**config.mk**
```make
export PLATFORM = sky130hd
export DESIGN_NAME = sxr_exec
export DESIGN_NICKNAME = d
export VERILOG_FILES = /design/src/sxr_pkg.sv /design/src/sxr_exec.sv
export VERILOG_INCLUDE_DIRS = /design/src
export SDC_FILE = /design/constraint.sdc
export NUM_CORES = 1
export LEC_CHECK = 0
export BUFFER_PORTS_ARGS = -buffer_cell sky130_fd_sc_hd__buf_2
export CORE_MARGIN = 2
export CORE_UTILIZATION = 35
export DETAILED_ROUTE_END_ITERATION = 8
export SLEW_MARGIN = 30
export SYNTH_ARGS = -nofsm -noshare
export SYNTH_HDL_FRONTEND = slang
export SYNTH_SLANG_ARGS = --single-unit
```
**constraint.sdc**
```tcl
create_clock -name i_clock -period 3.03 [get_ports i_clock]
set_input_delay 0.909 -clock i_clock [delete_from_list [all_inputs] [get_ports i_clock]]
set_output_delay 0.909 -clock i_clock [all_outputs]
set_load 0.005 [all_outputs]
```
**src/sxr_consts.svh**
```systemverilog
// timing counts, field positions and opcode patterns for the instruction executor
`ifndef SXR_CONSTS_SVH
`define SXR_CONSTS_SVH
`define SXR_OPC_RETURN 14'h0012
`define SXR_OPC_RETURN_MASK 14'h3FFE
`define SXR_OPC_ROTL 14'h0D00
`define SXR_OPC_ROTR 14'h0C00
`define SXR_OPC_ROT_MASK 14'h3F00
`define SXR_OPC_SLEEP 14'h0063
`define SXR_OPC_LITSUB 14'h3C00
`define SXR_OPC_LITSUB_MASK 14'h3F00
`define SXR_DEST_BIT 7
`define SXR_RETURN_CYCLES 2'h2
`define SXR_PC_RESET 15'h0000
`define SXR_W_RESET 8'h00
// carry, nibble carry and zero clear; time-out and power-down set
`define SXR_FLAGS_RESET 5'h03
`endif

```
**src/sxr_pkg.sv**
```systemverilog
// types shared by the instruction executor
package sxr_pkg;
    typedef enum logic [2:0] {
        SXR_OP_NONE,
        SXR_OP_RETURN,
        SXR_OP_ROTL,
        SXR_OP_ROTR,
        SXR_OP_SLEEP,
        SXR_OP_LITSUB
    } sxr_op_e;
    typedef struct packed {
        logic carry;
        logic nibble;
        logic zero;
        logic timeout;
        logic powerdown;
    } sxr_flags_s;
    typedef struct packed {
        logic en;
        logic [6:0] addr;
        logic [7:0] data;
    } sxr_fwrite_s;
endpackage

```
**src/sxr_exec.sv**
```systemverilog
// executor for return, rotate through carry, sleep and subtract-from-literal
`timescale 1ns/1ps
`include "sxr_consts.svh"
// Overview of operation
// [RULE1] return opcode pops stack and loads popped value into program counter
// [RULE2] return takes two instruction cycles so the pipeline refills
// [RULE3] rotate left: bits up, bit 7 to carry, old carry to bit 0
// [RULE4] rotate right: bits down, bit 0 to carry, old carry to bit 7
// [RULE5] rotate destination bit 0 writes W, 1 writes the file register
// [RULE6] sleep clears power-down status flag
// [RULE7] sleep sets time-out status flag
// [RULE8] sleep clears watchdog counter and its prescaler
// [RULE9] subtract-from-literal computes literal minus W into W
// [RULE10] carry is 1 when W not above literal; nibble carry is 1 when W's low nibble not above the literal's
// [RULE11] subtract sets zero on zero result; rotates change only carry
module sxr_exec
    import sxr_pkg::*;
(
    input wire logic i_clock,
    input wire logic i_reset_n,
    input wire logic i_valid,
    input wire logic [13:0] i_opcode,
    input wire logic [7:0] i_file_data,
    input wire logic [14:0] i_stack_head_value,
    output logic o_pop,
    output logic o_fetch_stall,
    output logic [14:0] o_pc,
    output logic o_pc_load,
    output logic [7:0] o_w,
    output sxr_fwrite_s o_fwrite,
    output sxr_flags_s o_flags,
    output logic o_watchdog_clear,
    output logic o_sleep
);

    // ************************************
    // decode
    // ************************************
    // the return pattern ignores its low bit; rotates ignore their operand bits
    function automatic sxr_op_e decode(input logic [13:0] op);
        if ((op & `SXR_OPC_RETURN_MASK) == `SXR_OPC_RETURN)
            return SXR_OP_RETURN; // RULE1
        else if ((op & `SXR_OPC_ROT_MASK) == `SXR_OPC_ROTL)
            return SXR_OP_ROTL; // RULE3
        else if ((op & `SXR_OPC_ROT_MASK) == `SXR_OPC_ROTR)
            return SXR_OP_ROTR; // RULE4
        else if (op == `SXR_OPC_SLEEP)
            return SXR_OP_SLEEP; // RULE6
        else if ((op & `SXR_OPC_LITSUB_MASK) == `SXR_OPC_LITSUB)
            return SXR_OP_LITSUB; // RULE9
        else
            return SXR_OP_NONE;
    endfunction

    // rotate through carry: the top bit of the answer is the carry that falls out
    function automatic logic [8:0] rot_carry(input logic lft, input logic [7:0] f,
        input logic c);
        if (lft)
            return {f, c}; // RULE3
        else
            return {f[0], c, f[7:1]}; // RULE4
    endfunction

    // k minus w with a ninth bit; no borrow out means carry set
    function automatic logic [10:0] lit_sub(input logic [7:0] k, input logic [7:0] w);
        logic [8:0] full;
        logic [4:0] low;
        full = {1'h0, k} - {1'h0, w};
        low = {1'h0, k[3:0]} - {1'h0, w[3:0]};
        // carry, nibble carry, zero, then the difference
        return {~full[8], ~low[4], full[7:0] == 8'h00, full[7:0]}; // RULE10 RULE11
    endfunction

    sxr_op_e op;
    logic take;
    logic [8:0] rot;
    logic [10:0] sub;
    logic [1:0] ret_left_q, ret_left_d;
    logic pop_q, pop_d;
    logic stall_q, stall_d;
    logic [14:0] pc_q, pc_d;
    logic pc_load_q, pc_load_d;
    logic [7:0] w_q, w_d;
    sxr_fwrite_s fw_q, fw_d;
    sxr_flags_s fl_q, fl_d;
    logic wdc_q, wdc_d;
    logic sleep_q, sleep_d;

    assign op = decode(i_opcode);
    // a slot still owed to a return refill is dropped, not queued
    assign take = i_valid && (ret_left_q == 2'h0); // RULE2
    assign rot = rot_carry(op == SXR_OP_ROTL, i_file_data, fl_q.carry);
    assign sub = lit_sub(i_opcode[7:0], w_q); // RULE9

    // ************************************
    // return and refill
    // ************************************
    always_comb
    begin
        ret_left_d = (ret_left_q != 2'h0) ? ret_left_q - 2'h1 : 2'h0;
        pop_d = 1'h0;
        pc_d = pc_q;
        pc_load_d = 1'h0;
        if (take && op == SXR_OP_RETURN)
        begin
            ret_left_d = `SXR_RETURN_CYCLES - 2'h1; // RULE2
            pop_d = 1'h1; // RULE1
            pc_d = i_stack_head_value; // RULE1
            pc_load_d = 1'h1; // RULE1
        end
        // the stall covers every cycle still owed to the refill
        stall_d = (ret_left_d != 2'h0); // RULE2
    end

    always_ff @(posedge i_clock)
    begin
        if (!i_reset_n)
        begin
            ret_left_q <= 2'h0;
            pop_q <= 1'h0;
            stall_q <= 1'h0;
            pc_q <= `SXR_PC_RESET;
            pc_load_q <= 1'h0;
        end
        else
        begin
            ret_left_q <= ret_left_d;
            pop_q <= pop_d;
            stall_q <= stall_d;
            pc_q <= pc_d;
            pc_load_q <= pc_load_d;
        end
    end

    // ************************************
    // working register, file write and flags
    // ************************************
    always_comb
    begin
        w_d = w_q;
        fw_d = '0;
        fl_d = fl_q;
        if (take)
        begin
            unique case (op)
                SXR_OP_ROTL, SXR_OP_ROTR:
                begin
                    // only carry moves for rotates
                    fl_d.carry = rot[8]; // RULE3 RULE4 RULE11
                    if (i_opcode[`SXR_DEST_BIT]) // RULE5
                    begin
                        fw_d.en = 1'h1;
                        fw_d.addr = i_opcode[6:0];
                        fw_d.data = rot[7:0];
                    end
                    else
                        w_d = rot[7:0]; // RULE5
                end
                SXR_OP_SLEEP:
                begin
                    fl_d.powerdown = 1'h0; // RULE6
                    fl_d.timeout = 1'h1; // RULE7
                end
                SXR_OP_LITSUB:
                begin
                    w_d = sub[7:0]; // RULE9
                    fl_d.carry = sub[10]; // RULE10
                    fl_d.nibble = sub[9]; // RULE10
                    fl_d.zero = sub[8]; // RULE11
                end
                SXR_OP_RETURN, SXR_OP_NONE:
                begin
                end
            endcase
        end
    end

    always_ff @(posedge i_clock)
    begin
        if (!i_reset_n)
        begin
            w_q <= `SXR_W_RESET;
            fw_q <= '0;
            fl_q <= `SXR_FLAGS_RESET;
        end
        else
        begin
            w_q <= w_d;
            fw_q <= fw_d;
            fl_q <= fl_d;
        end
    end

    // ************************************
    // sleep entry
    // ************************************
    // the watchdog itself lives outside; this pulse clears it and its prescaler
    always_comb
    begin
        wdc_d = 1'h0;
        sleep_d = 1'h0;
        if (take && op == SXR_OP_SLEEP)
        begin
            wdc_d = 1'h1; // RULE8
            sleep_d = 1'h1;
        end
    end

    always_ff @(posedge i_clock)
    begin
        if (!i_reset_n)
        begin
            wdc_q <= 1'h0;
            sleep_q <= 1'h0;
        end
        else
        begin
            wdc_q <= wdc_d;
            sleep_q <= sleep_d;
        end
    end

    // ************************************
    // outputs
    // ************************************
    assign o_pop = pop_q;
    assign o_fetch_stall = stall_q;
    assign o_pc = pc_q;
    assign o_pc_load = pc_load_q;
    assign o_w = w_q;
    assign o_fwrite = fw_q;
    assign o_flags = fl_q;
    assign o_watchdog_clear = wdc_q;
    assign o_sleep = sleep_q;

endmodule // sxr_exec

```
Word-level counts from Yosys, hierarchy flattened
Cells that the tools add are included.
{"block": "word_totals", "word_cells": 58, "reg_bits": 48, "out_inout_bits": 49}
{"block": "op_classes", "n_reduce_logical": 15, "addsub": 3, "n_eq_ne": 11, "bitwise_logic": 2, "n_mux": 14}
{"operator": "$mux 16", "n": 1}
{"operator": "$pmux 8 s2", "n": 1}
{"operator": "$mux 3", "n": 5}
{"operator": "$eq 14x7->1 const B", "n": 1}
{"operator": "$eq 13x4->1 const B", "n": 1}
{"operator": "$eq 6x4->1 const B", "n": 2}
{"operator": "$mux 9", "n": 1}
{"operator": "$sub 8x8->9", "n": 1}
{"operator": "$logic_not 8->1", "n": 1}
{"operator": "$mux 8", "n": 1}
{"operator": "$eq 3x2->1 const B", "n": 2}
{"operator": "$eq 3x3->1 const B", "n": 2}
{"operator": "$eq 6x6->1 const B", "n": 1}
{"operator": "$reduce_and 2->1", "n": 3}
{"operator": "$reduce_and 3->1", "n": 2}
{"operator": "$reduce_bool 2->1", "n": 3}
{"operator": "$sub 4x4->5", "n": 1}
{"operator": "$mux 2", "n": 2}
{"operator": "$reduce_and 4->1", "n": 1}
{"operator": "$eq 3x1->1 const B", "n": 1}
{"operator": "$logic_and 1x1->1", "n": 3}
{"operator": "$logic_not 2->1", "n": 1}
{"operator": "$mux 1", "n": 2}
{"operator": "$ne 2x2->1 const B", "n": 1}
{"operator": "other kinds (4)", "n": 5}

Longest topological paths before layout
Gate-level depths: netlist (run 1).
{"block": "logic_depth", "ltp_word": 10, "depth_mapped": 9, "mapped_depth_nobuf": 9}

Worst setup path after synthesis (run 1)
Ideal clock, no wire load.
{"block": "synth_timing", "path_type": "input port to flip-flop", "from": "input i_opcode[0]", "to": "register fl_q (netlist bit o_flags[4])", "required_ns": 2.902, "path_stages": 9, "setup_slack_ns": 0.277, "arrival_ns": 2.626, "path_buffers": 0, "cell_sequence": "inv_1 -> ha_1 -> inv_1 -> fa_1 -> a211o_1 -> a211oi_1 -> o21ai_0 -> a2111oi_0 -> nor2_1"}
{"block": "synth_via", "elab_chain_len": 9, "elab_cells_between_ends": 15, "cone_classes": "1 x add/sub; 4 x eq/ne; 6 x mux; 1 x bitwise; 3 x reduce/logical"}
{"item": "start: declaration", "line": "sxr_exec.sv:22", "source": "input wire logic [13:0] i_opcode,"}
{"item": "$eq 14x7->1 (no source line)"}
{"item": "$mux 3", "line": "sxr_exec.sv:47", "source": "else if (op == `SXR_OPC_SLEEP)"}
{"item": "$mux 3", "line": "sxr_exec.sv:45", "source": "else if ((op & `SXR_OPC_ROT_MASK) == `SXR_OPC_ROTR)"}
{"item": "$mux 3", "line": "sxr_exec.sv:43", "source": "else if ((op & `SXR_OPC_ROT_MASK) == `SXR_OPC_ROTL)"}
{"item": "$mux 3", "line": "sxr_exec.sv:41", "source": "if ((op & `SXR_OPC_RETURN_MASK) == `SXR_OPC_RETURN)"}
{"item": "$eq 3x2->1, on equally long branches", "line": "sxr_exec.sv:92, sxr_exec.sv:145"}
{"item": "$reduce_or 2->1", "line": "sxr_exec.sv:145", "source": "unique case (op)"}
{"item": "$reduce_bool 2->1 (no source line)"}
{"item": "$reduce_and 2->1 (no source line)"}
{"item": "end signal: assignment", "line": "sxr_exec.sv:184", "source": "fl_q <= `SXR_FLAGS_RESET;"}
{"item": "end signal: assignment", "line": "sxr_exec.sv:190", "source": "fl_q <= fl_d;"}
{"item": "end: declaration", "line": "sxr_exec.sv:85", "source": "sxr_flags_s fl_q, fl_d;"}
Parallel ways exist; a longest one is shown, timed or not.
A chain may end at the register's enable or synchronous reset.

Final worst setup path (run 1)
Ends and elaborated chain as after synthesis.

==> results.json, run 1 <==
{
  "power_mw": 1.17,
  "initial_core_util": 0.357,
  "rsz0062_at_grt": "no",
  "period_share": 0.891,
  "drtIter0Drc": 132,
  "setup.worst_path.start": "i_opcode[0]",
  "cp_max_fo": 3,
  "synth_top_cell_area_share": 0.403,
  "holdWs_ps": 453,
  "finalHoldViolations": 0,
  "finalSetupViolations": 0,
  "hold_buffers": 0,
  "grt_pass1_wl_um": 10100,
  "io_pins": 89,
  "gp_congestion": 0.875,
  "r2r-start": "o_w[0]",
  "switching_share": 0.268,
  "dp.final_hpwl_um": 4970,
  "antennaDiodeCount": 0,
  "viasPerCell": 5.19,
  "synth.most_common_cell": "dfxtp_1",
  "cpMostUsedCell": "inv_1",
  "critical-path-slowest-cell": "a2111oi_0",
  "wl_per_cell_um": 14.6,
  "coreArea_um2": 6680,
  "p_leak_nw": 1.37,
  "hp-class": "reg -> reg",
  "fin_skew_ps": 14.6,
  "netSwitchingPower_uw": 313,
  "cts_resized": 0,
  "grt_max_degree": 36,
  "max-clock-path-buffers": 2,
  "clock_latency_ps": 310,
  "synth_top_cell_by_area": "dfxtp_1",
  "maxCapViolCount": 0,
  "ys_seq_area_frac": 0.403,
  "r2r_cells": 8,
  "grt_usage": 0.171,
  "tns_ps": 0,
  "p_clk_frac": 0.337,
  "fin_cells": 438,
  "final_util": 0.441,
  "ys_seq_elements": 48,
  "worstPathArrival_ps": 2900,
  "cts.clk_slew.worst_paths_ps": 100,
  "clock.fmax_mhz": 371,
  "place_inst": 430,
  "syn_nets": 324,
  "die_w_um": 86.5,
  "p_per_area_nw_per_um2": 396,
  "cp-endpoint": "o_flags[4]",
  "drive_gt1_frac": 0.310,
  "htree_num_levels": 2,
  "r2r-end": "o_flags[4]",
  "syn_inst": 275,
  "drt.antenna.violating_nets": 0,
  "synthTopCellsByCount": "dfxtp_1 (48), nand2_1 (26), nor2_1 (22), nand3_1 (18)",
  "crit_chain": "buf_2, inv_1, ha_1, inv_1, fa_1, a211o_1, a211oi_1, o21ai_0, a2111oi_0, nor2_1",
  "intPower_uw": 854,
  "vdd_drop_max_uv": 161,
  "period_minus_slack_ps": 2700,
  "crit_required_ps": 3230,
  "status": "complete, no violations",
  "nets": 406,
  "cp-start-kind": "input pin",
  "drc": 0,
  "cts_setup_buffers": 0,
  "avgSynthCellArea_um2": 8.67,
  "combPwrFrac": 0.120,
  "fp.dieH_um": 86.5,
  "netlist-cell-type-count": 58,
  "ys_warn_count": 0,
  "critPathKind": "in -> reg",
  "grt_pass1_vias": 2045,
  "dr_total_vias": 2275,
  "async_flop_share": 0,
  "antenna_found_initial": 0,
  "synth_edf_count": 0,
  "areaGrowthSynthToFinish_pct": 23.6,
  "seqPwrFrac": 0.543,
  "numCtsBuffers": 5,
  "dieArea_um2": 7490,
  "rows": 30,
  "first_pass_iters": 4,
  "worst-r2r-setup-slack_ps": 680,
  "totalWireLength_um": 6390,
  "synth-main-ff-cell": "dfxtp_1",
  "clock_sink_count": 48,
  "syn-cell-area_um2": 2380,
  "finalMaxSlewViolations": 0,
  "grt_overflow": 0,
  "port_buffers": 87,
  "synthTopCellsByArea": "dfxtp_1 (40%), ha_1 (4.2%), nand2_1 (4.1%)",
  "root_buffer": "clkbuf_8",
  "cts_tree": "yes",
  "cpPeakStageDelay_ps": 430,
  "cp-end-kind": "flip-flop"
}
how the worst min path moves through the flow:
stage	from	to	cells after the start
after floorplan	o_flags[0]	o_flags[0]	2
after global placement	o_pc[6]	o_pc[6]	2
after detailed placement	o_flags[0]	o_flags[0]	2
after CTS	o_flags[0]	o_flags[0]	2
after global routing	o_flags[0]	o_flags[0]	2
final	o_pc[11]	o_pc[11]	2
logic make-up after synthesis:
group | after synthesis | synth area share
compound gates | 61 | 0.171
flops | 48 | 0.403
xor+xnor | 3 | 0.0110
fa+ha+maj | 9 | 0.0504
buf+inv | 33 | 0.0666
simple gates | 110 | 0.254
other cells | 1 | 0.00157
mux | 10 | 0.0430
final cells by class:
type,instances,area [um^2]
Clock buffer,5,68.8
Clock inverter,3,22.5
Fill cell,691,3730
Inverter,17,63.8
Multi-Input combinational cell,194,1260
Sequential cell,48,961
Tap cell,80,100
Timing Repair Buffer,91,465
worst max-delay path: cells and delay by family:
kind / cells / cell delay (ps)
simple gates: 1 / 70
compound gates: 4 / 1160
buf+inv: 3 / 220
fa+ha+maj: 2 / 540
through the flow:
stage | cell area (um^2) | setup WS [ps]
6_report | 2950 | 331
5_1_grt | 2950 | 28.5
4_1_cts | 2950 | 377
3_5_place_dp | 2860 | 58.5
3_3_place_gp | 2860 | 85.4
2_1_floorplan | 2380 | 277
power groups by stage:
stage	Sequential (mW)	Combinational, mW	Clock (mW)
global route	0.634	0.154	0.428
finish	0.633	0.140	0.393
floorplan	0.648	0.0823	0
detailed placement	0.648	0.137	0
global placement	0.648	0.136	0
CTS	0.633	0.138	0.402
cell usage in the layout (no fill, tap or decap), types with 4 or more instances in the layout:
cell type / synthesis / final
buf_2: 4 / 87
dfxtp_1: 48 / 48
nand2_1: 26 / 26
nor2_1: 22 / 22
nand3_1: 18 / 18
inv_1: 17 / 17
o21ai_0: 17 / 17
and2_1: 9 / 9
a21oi_1: 9 / 9
mux2i_1: 8 / 8
ha_1: 8 / 8
nand4_1: 5 / 5
a211oi_1: 5 / 5
o21ai_1: 5 / 5
clkbuf_8: 0 / 5
nor3_1: 4 / 4
o21a_1: 4 / 4
buf_4: 4 / 4
sequential cells by signal, summed over array words and instances, names as in the netlist:
signal	cells
o_fwrite	16
o_fetch_stall	1
o_pc	15
o_flags	4
ret_left_q	2
o_pc_load	1
o_sleep	1
o_w	8
metal layers:
metal / GRT usage / wire [um] / vias up
met5: 0 / 0 / -
met4: 0.0611 / 97 / 0
met3: 0.0257 / 393 / 7
met2: 0.259 / 2930 / 67
met1: 0.247 / 2970 / 1053
li1: - / - / 1148
No activity file was read; power rests on OpenSTA's default activity.
==> inputs of run 2 (changes only) <==
--- a/config.mk
+++ b/config.mk
@@ -10,6 +10,7 @@
 export CORE_MARGIN = 2
 export CORE_UTILIZATION = 35
 export DETAILED_ROUTE_END_ITERATION = 8
+export PLACE_DENSITY_LB_ADDON = 0.3
 export SLEW_MARGIN = 30
 export SYNTH_ARGS = -nofsm -noshare
 export SYNTH_HDL_FRONTEND = slang
==> results.json, run 2 (same netlist as run 1, synthesis figures left out) <==
{
  "initial_core_util": 0.357,
  "cts.clk_slew.worst_paths_ps": 90,
  "status": "complete, no violations",
  "htree_num_levels": 2,
  "gp_congestion": 0.901,
  "nets": 405,
  "areaGrowthSynthToFinish_pct": 24.5,
  "die_w_um": 86.5,
  "drive_gt1_frac": 0.308,
  "hold_buffers": 0,
  "layout_commonest_cell": "buf_2",
  "root_buffer": "clkbuf_8",
  "grt_pass1_vias": 2005,
  "use_met3": 0.0333,
  "place_inst": 429,
  "dieArea_um2": 7490,
  "final_util": 0.444,
  "crit_required_ps": 3220,
  "p_per_area_nw_per_um2": 422,
  "cts_resized": 0,
  "period_share": 0.907,
  "grt_max_degree": 36,
  "grt_overflow": 0,
  "port_buffers": 87,
  "cts_tree": "yes",
  "grt_usage": 0.165,
  "clock_sink_count": 48,
  "io_pins": 89,
  "filler_cell_count": 676,
  "clock_latency_ps": 300,
  "antenna_found_initial": 0,
  "clock.fmax_mhz": 364,
  "drc": 0,
  "wl_per_cell_um": 14.3,
  "drtIter0Drc": 150,
  "finalHoldViolations": 0,
  "busiest_layer": "met2",
  "mostFrequentLayoutCells": "buf_2 (87), dfxtp_1 (48), nand2_1 (26)",
  "grt_use_met2": 0.259,
  "cp-start-kind": "input pin",
  "fin_cells": 437,
  "finalMaxSlewViolations": 0,
  "grt.met1_usage": 0.226,
  "vdd_drop_max_uv": 174,
  "fin_skew_ps": 7.79,
  "max-clock-path-buffers": 2,
  "p_leak_nw": 1.38,
  "antennaDiodeCount": 0,
  "cp_max_fo": 3,
  "hp-class": "reg -> reg",
  "dr_total_vias": 2237,
  "finalSetupViolations": 0,
  "worstPathArrival_ps": 2940,
  "power_mw": 1.25,
  "cp-end-kind": "flip-flop",
  "fp.dieH_um": 86.5,
  "dp.final_hpwl_um": 4810,
  "drt.antenna.violating_nets": 0,
  "largest_reg_flops": 16,
  "rows": 30,
  "cts_setup_buffers": 0,
  "viasPerCell": 5.12,
  "first_pass_iters": 4,
  "rsz0062_at_grt": "no",
  "period_minus_slack_ps": 2750,
  "maxCapViolCount": 0,
  "totalWireLength_um": 6230,
  "numCtsBuffers": 5,
  "critPathKind": "in -> reg",
  "coreArea_um2": 6680,
  "grt_pass1_wl_um": 9730
}
==> run 2: final cells by class <==
| class | count | area, um^2 | share of cell area |
|---|---|---|---|
| multi-input cells | 194 | 1260 | 0.426 |
| clock inverters | 2 | 38.8 | 0.0131 |
| inverters | 17 | 63.8 | 0.0215 |
| repair buffers | 90 | 458 | 0.154 |
| clock buffers | 6 | 82.6 | 0.0278 |
| well taps | 80 | 100 | 0.0337 |
| flip-flops and latches | 48 | 961 | 0.324 |
==> run 2: final timing paths <==
kind,cells after the start,from,end,slack (ps)
setup / recovery,10,i_opcode[0],o_flags[4],280
hold / removal,2,o_pc[7],o_pc[7],450
setup reg to reg,8,o_w[0],o_flags[4],660
hold reg to reg,2,o_pc[7],o_pc[7],450
==> run 2: power breakdown <==
group | switching, mW | leakage, nW | internal, mW
clock network | 0.211 | 0.0614 | 0.270
registers | 0.00128 | 0.387 | 0.632
logic | 0.0834 | 0.934 | 0.0560
total | 0.296 | 1.38 | 0.958
==> run 2: critical path, stage by stage <==
cell and delay (ps):
buf_2 110, inv_1 60, ha_1 170, inv_1 60, fa_1 410, a211o_1 310, a211oi_1 270, o21ai_0 140
a2111oi_0 420, nor2_1 70
==> run 2: routing by layer <==
layer  up-vias  part of all wire  routed length, um
met5         -                 0                  0
met4         0             0.014                 85
met3         6             0.058                362
met2        70              0.46               2840
met1      1024              0.47               2940
li1       1137                 -                  -
==> run 2: through the flow <==
| step | cell area [um^2] | hold WS, ps | TNS [ps] | setup slack (ps) |
|---|---|---|---|---|
| floorplan | 2380 | 442 | 0 | 277 |
| CTS | 2970 | 452 | 0 | 296 |
| finish | 2970 | 446 | 0 | 281 |
| global route | 2970 | 476 | 0 | 50.1 |
| global placement | 2850 | 433 | 0 | 35.0 |
| detailed placement | 2850 | 438 | -24.5 | -24.5 |
==> inputs of run 3 (changes only) <==
--- a/config.mk
+++ b/config.mk
@@ -7,7 +7,7 @@
 export NUM_CORES = 1
 export LEC_CHECK = 0
 export BUFFER_PORTS_ARGS = -buffer_cell sky130_fd_sc_hd__buf_2
-export CORE_MARGIN = 2
+export CORE_MARGIN = 10
 export CORE_UTILIZATION = 35
 export DETAILED_ROUTE_END_ITERATION = 8
 export PLACE_DENSITY_LB_ADDON = 0.3
==> results.json, run 3 (same netlist as run 1, synthesis figures left out) <==
{
  "status": "complete, no violations",
  "period_minus_slack_ps": 2740,
  "critical-path-slowest-cell": "a2111oi_0",
  "cts_resized": 0,
  "die_w_um": 103,
  "dp.final_hpwl_um": 5520,
  "numCtsBuffers": 5,
  "crit_required_ps": 3220,
  "dr_total_vias": 2236,
  "switching_share": 0.255,
  "cp_max_fo": 3,
  "rows": 30,
  "filler_cell_count": 695,
  "viasPerCell": 5.11,
  "cpPeakStageDelay_ps": 440,
  "crit_chain": "buf_2, inv_1, ha_1, inv_1, fa_1, a211o_1, a211oi_1, o21ai_0, a2111oi_0, nor2_1",
  "period_share": 0.903,
  "drive_gt1_frac": 0.310,
  "coreArea_um2": 6720,
  "crit_buf_inv": 3,
  "layout_commonest_cell": "buf_2",
  "antenna_found_initial": 0,
  "combPwrFrac": 0.119,
  "drc": 0,
  "final_util": 0.439,
  "mostFrequentLayoutCells": "buf_2 (87), dfxtp_1 (48), nand2_1 (26)",
  "place_area_um2": 2860,
  "clock.fmax_mhz": 366,
  "grt_max_degree": 36,
  "areaGrowthSynthToFinish_pct": 23.8,
  "totalWireLength_um": 6990,
  "largest_reg_flops": 16,
  "io_pins": 89,
  "fp.dieH_um": 103,
  "max-clock-path-buffers": 2,
  "initial_core_util": 0.355,
  "power_mw": 1.17,
  "cts_tree": "yes",
  "vdd_drop_max_uv": 160,
  "cpMostUsedCell": "inv_1",
  "worstPathArrival_ps": 2930,
  "dieArea_um2": 10500,
  "fin_skew_ps": 8.49,
  "cts.clk_slew.worst_paths_ps": 90,
  "tns_ps": 0,
  "drtIter0Drc": 110,
  "clock_sink_count": 48,
  "clock_latency_ps": 300,
  "port_buffers": 87,
  "grt_usage": 0.128,
  "htree_num_levels": 2,
  "cp_top_family": "compound AO/OA/AOI/OAI gates",
  "place_inst": 430,
  "p_leak_nw": 1.37,
  "design_area_um2": 2950,
  "seqPwrFrac": 0.541,
  "wl_per_cell_um": 16.0,
  "cp-start-kind": "input pin",
  "hold_buffers": 0,
  "critPathKind": "in -> reg",
  "grt_overflow": 0,
  "grt_pass1_vias": 2065,
  "maxCapViolCount": 0,
  "cts_setup_buffers": 0,
  "netSwitchingPower_uw": 298,
  "drt.antenna.violating_nets": 0,
  "worst-r2r-setup-slack_ps": 680,
  "root_buffer": "clkbuf_8",
  "cp-end-kind": "flip-flop",
  "first_pass_iters": 4,
  "worstMarginPinSlew_ps": 527,
  "p_clk_frac": 0.340,
  "grt_pass1_wl_um": 10700,
  "rsz0062_at_grt": "no",
  "finalHoldViolations": 0,
  "finalMaxSlewViolations": 0,
  "p_per_area_nw_per_um2": 397,
  "slew-limit-headroom": 0.647,
  "finalSetupViolations": 0,
  "gp_congestion": 0.936,
  "intPower_uw": 873,
  "nets": 406,
  "fin_cells": 438,
  "hp-class": "reg -> reg",
  "antennaDiodeCount": 0
}
==> run 3: cell count changes in the layout (fill, tap and decap cells not counted) <==
cell        change
clkinv_4        -1
bufinv_16       -1
clkinvlp_4      +2
buf_4           +1
==> run 3: path summary, 6_finish.rpt <==
kind	from	end	cells after the start
setup / recovery	i_opcode[0]	o_flags[4]	10
hold reg to reg	o_pc[6]	o_pc[6]	2
hold / removal	o_pc[6]	o_pc[6]	2
setup reg to reg	o_w[0]	o_flags[4]	8
==> run 3: tightest hold or removal path: stages (launching register included) <==
cell and delay, ps:
dfxtp_1 320, nand2_1 50, o21ai_1 50
==> run 3: per-stage QoR <==
stage	hold slack, ps	setup slack, ps
after floorplan	442	277
after global placement	433	88.6
after detailed placement	439	23.7
after CTS	453	317
after global routing	468	177
final	447	294
==> run 3: power groups by stage <==
stage               Clock [mW]  Combinational [mW]  Sequential (mW)
floorplan                    0              0.0823            0.648
finish                   0.399               0.139            0.633
detailed placement           0               0.136            0.648
CTS                      0.415               0.137            0.633
global route             0.438               0.154            0.634
global placement             0               0.135            0.648
==> run 3: metal layers <==
metal / part of all wire / track usage
met4: 0.014 / 0.0434
met1: 0.43 / 0.164
met5: 0 / 0
met2: 0.50 / 0.211
met3: 0.060 / 0.0241
==> run 3: layout make-up <==
class	instances	area (um^2)	share of cell area
multi-input cells	194	1260	0.428
flip-flops and latches	48	961	0.325
repair buffers	91	465	0.158
well taps	80	100	0.0339
clock buffers	6	82.6	0.0280
inverters	17	63.8	0.0216
clock inverters	2	15.0	0.00508
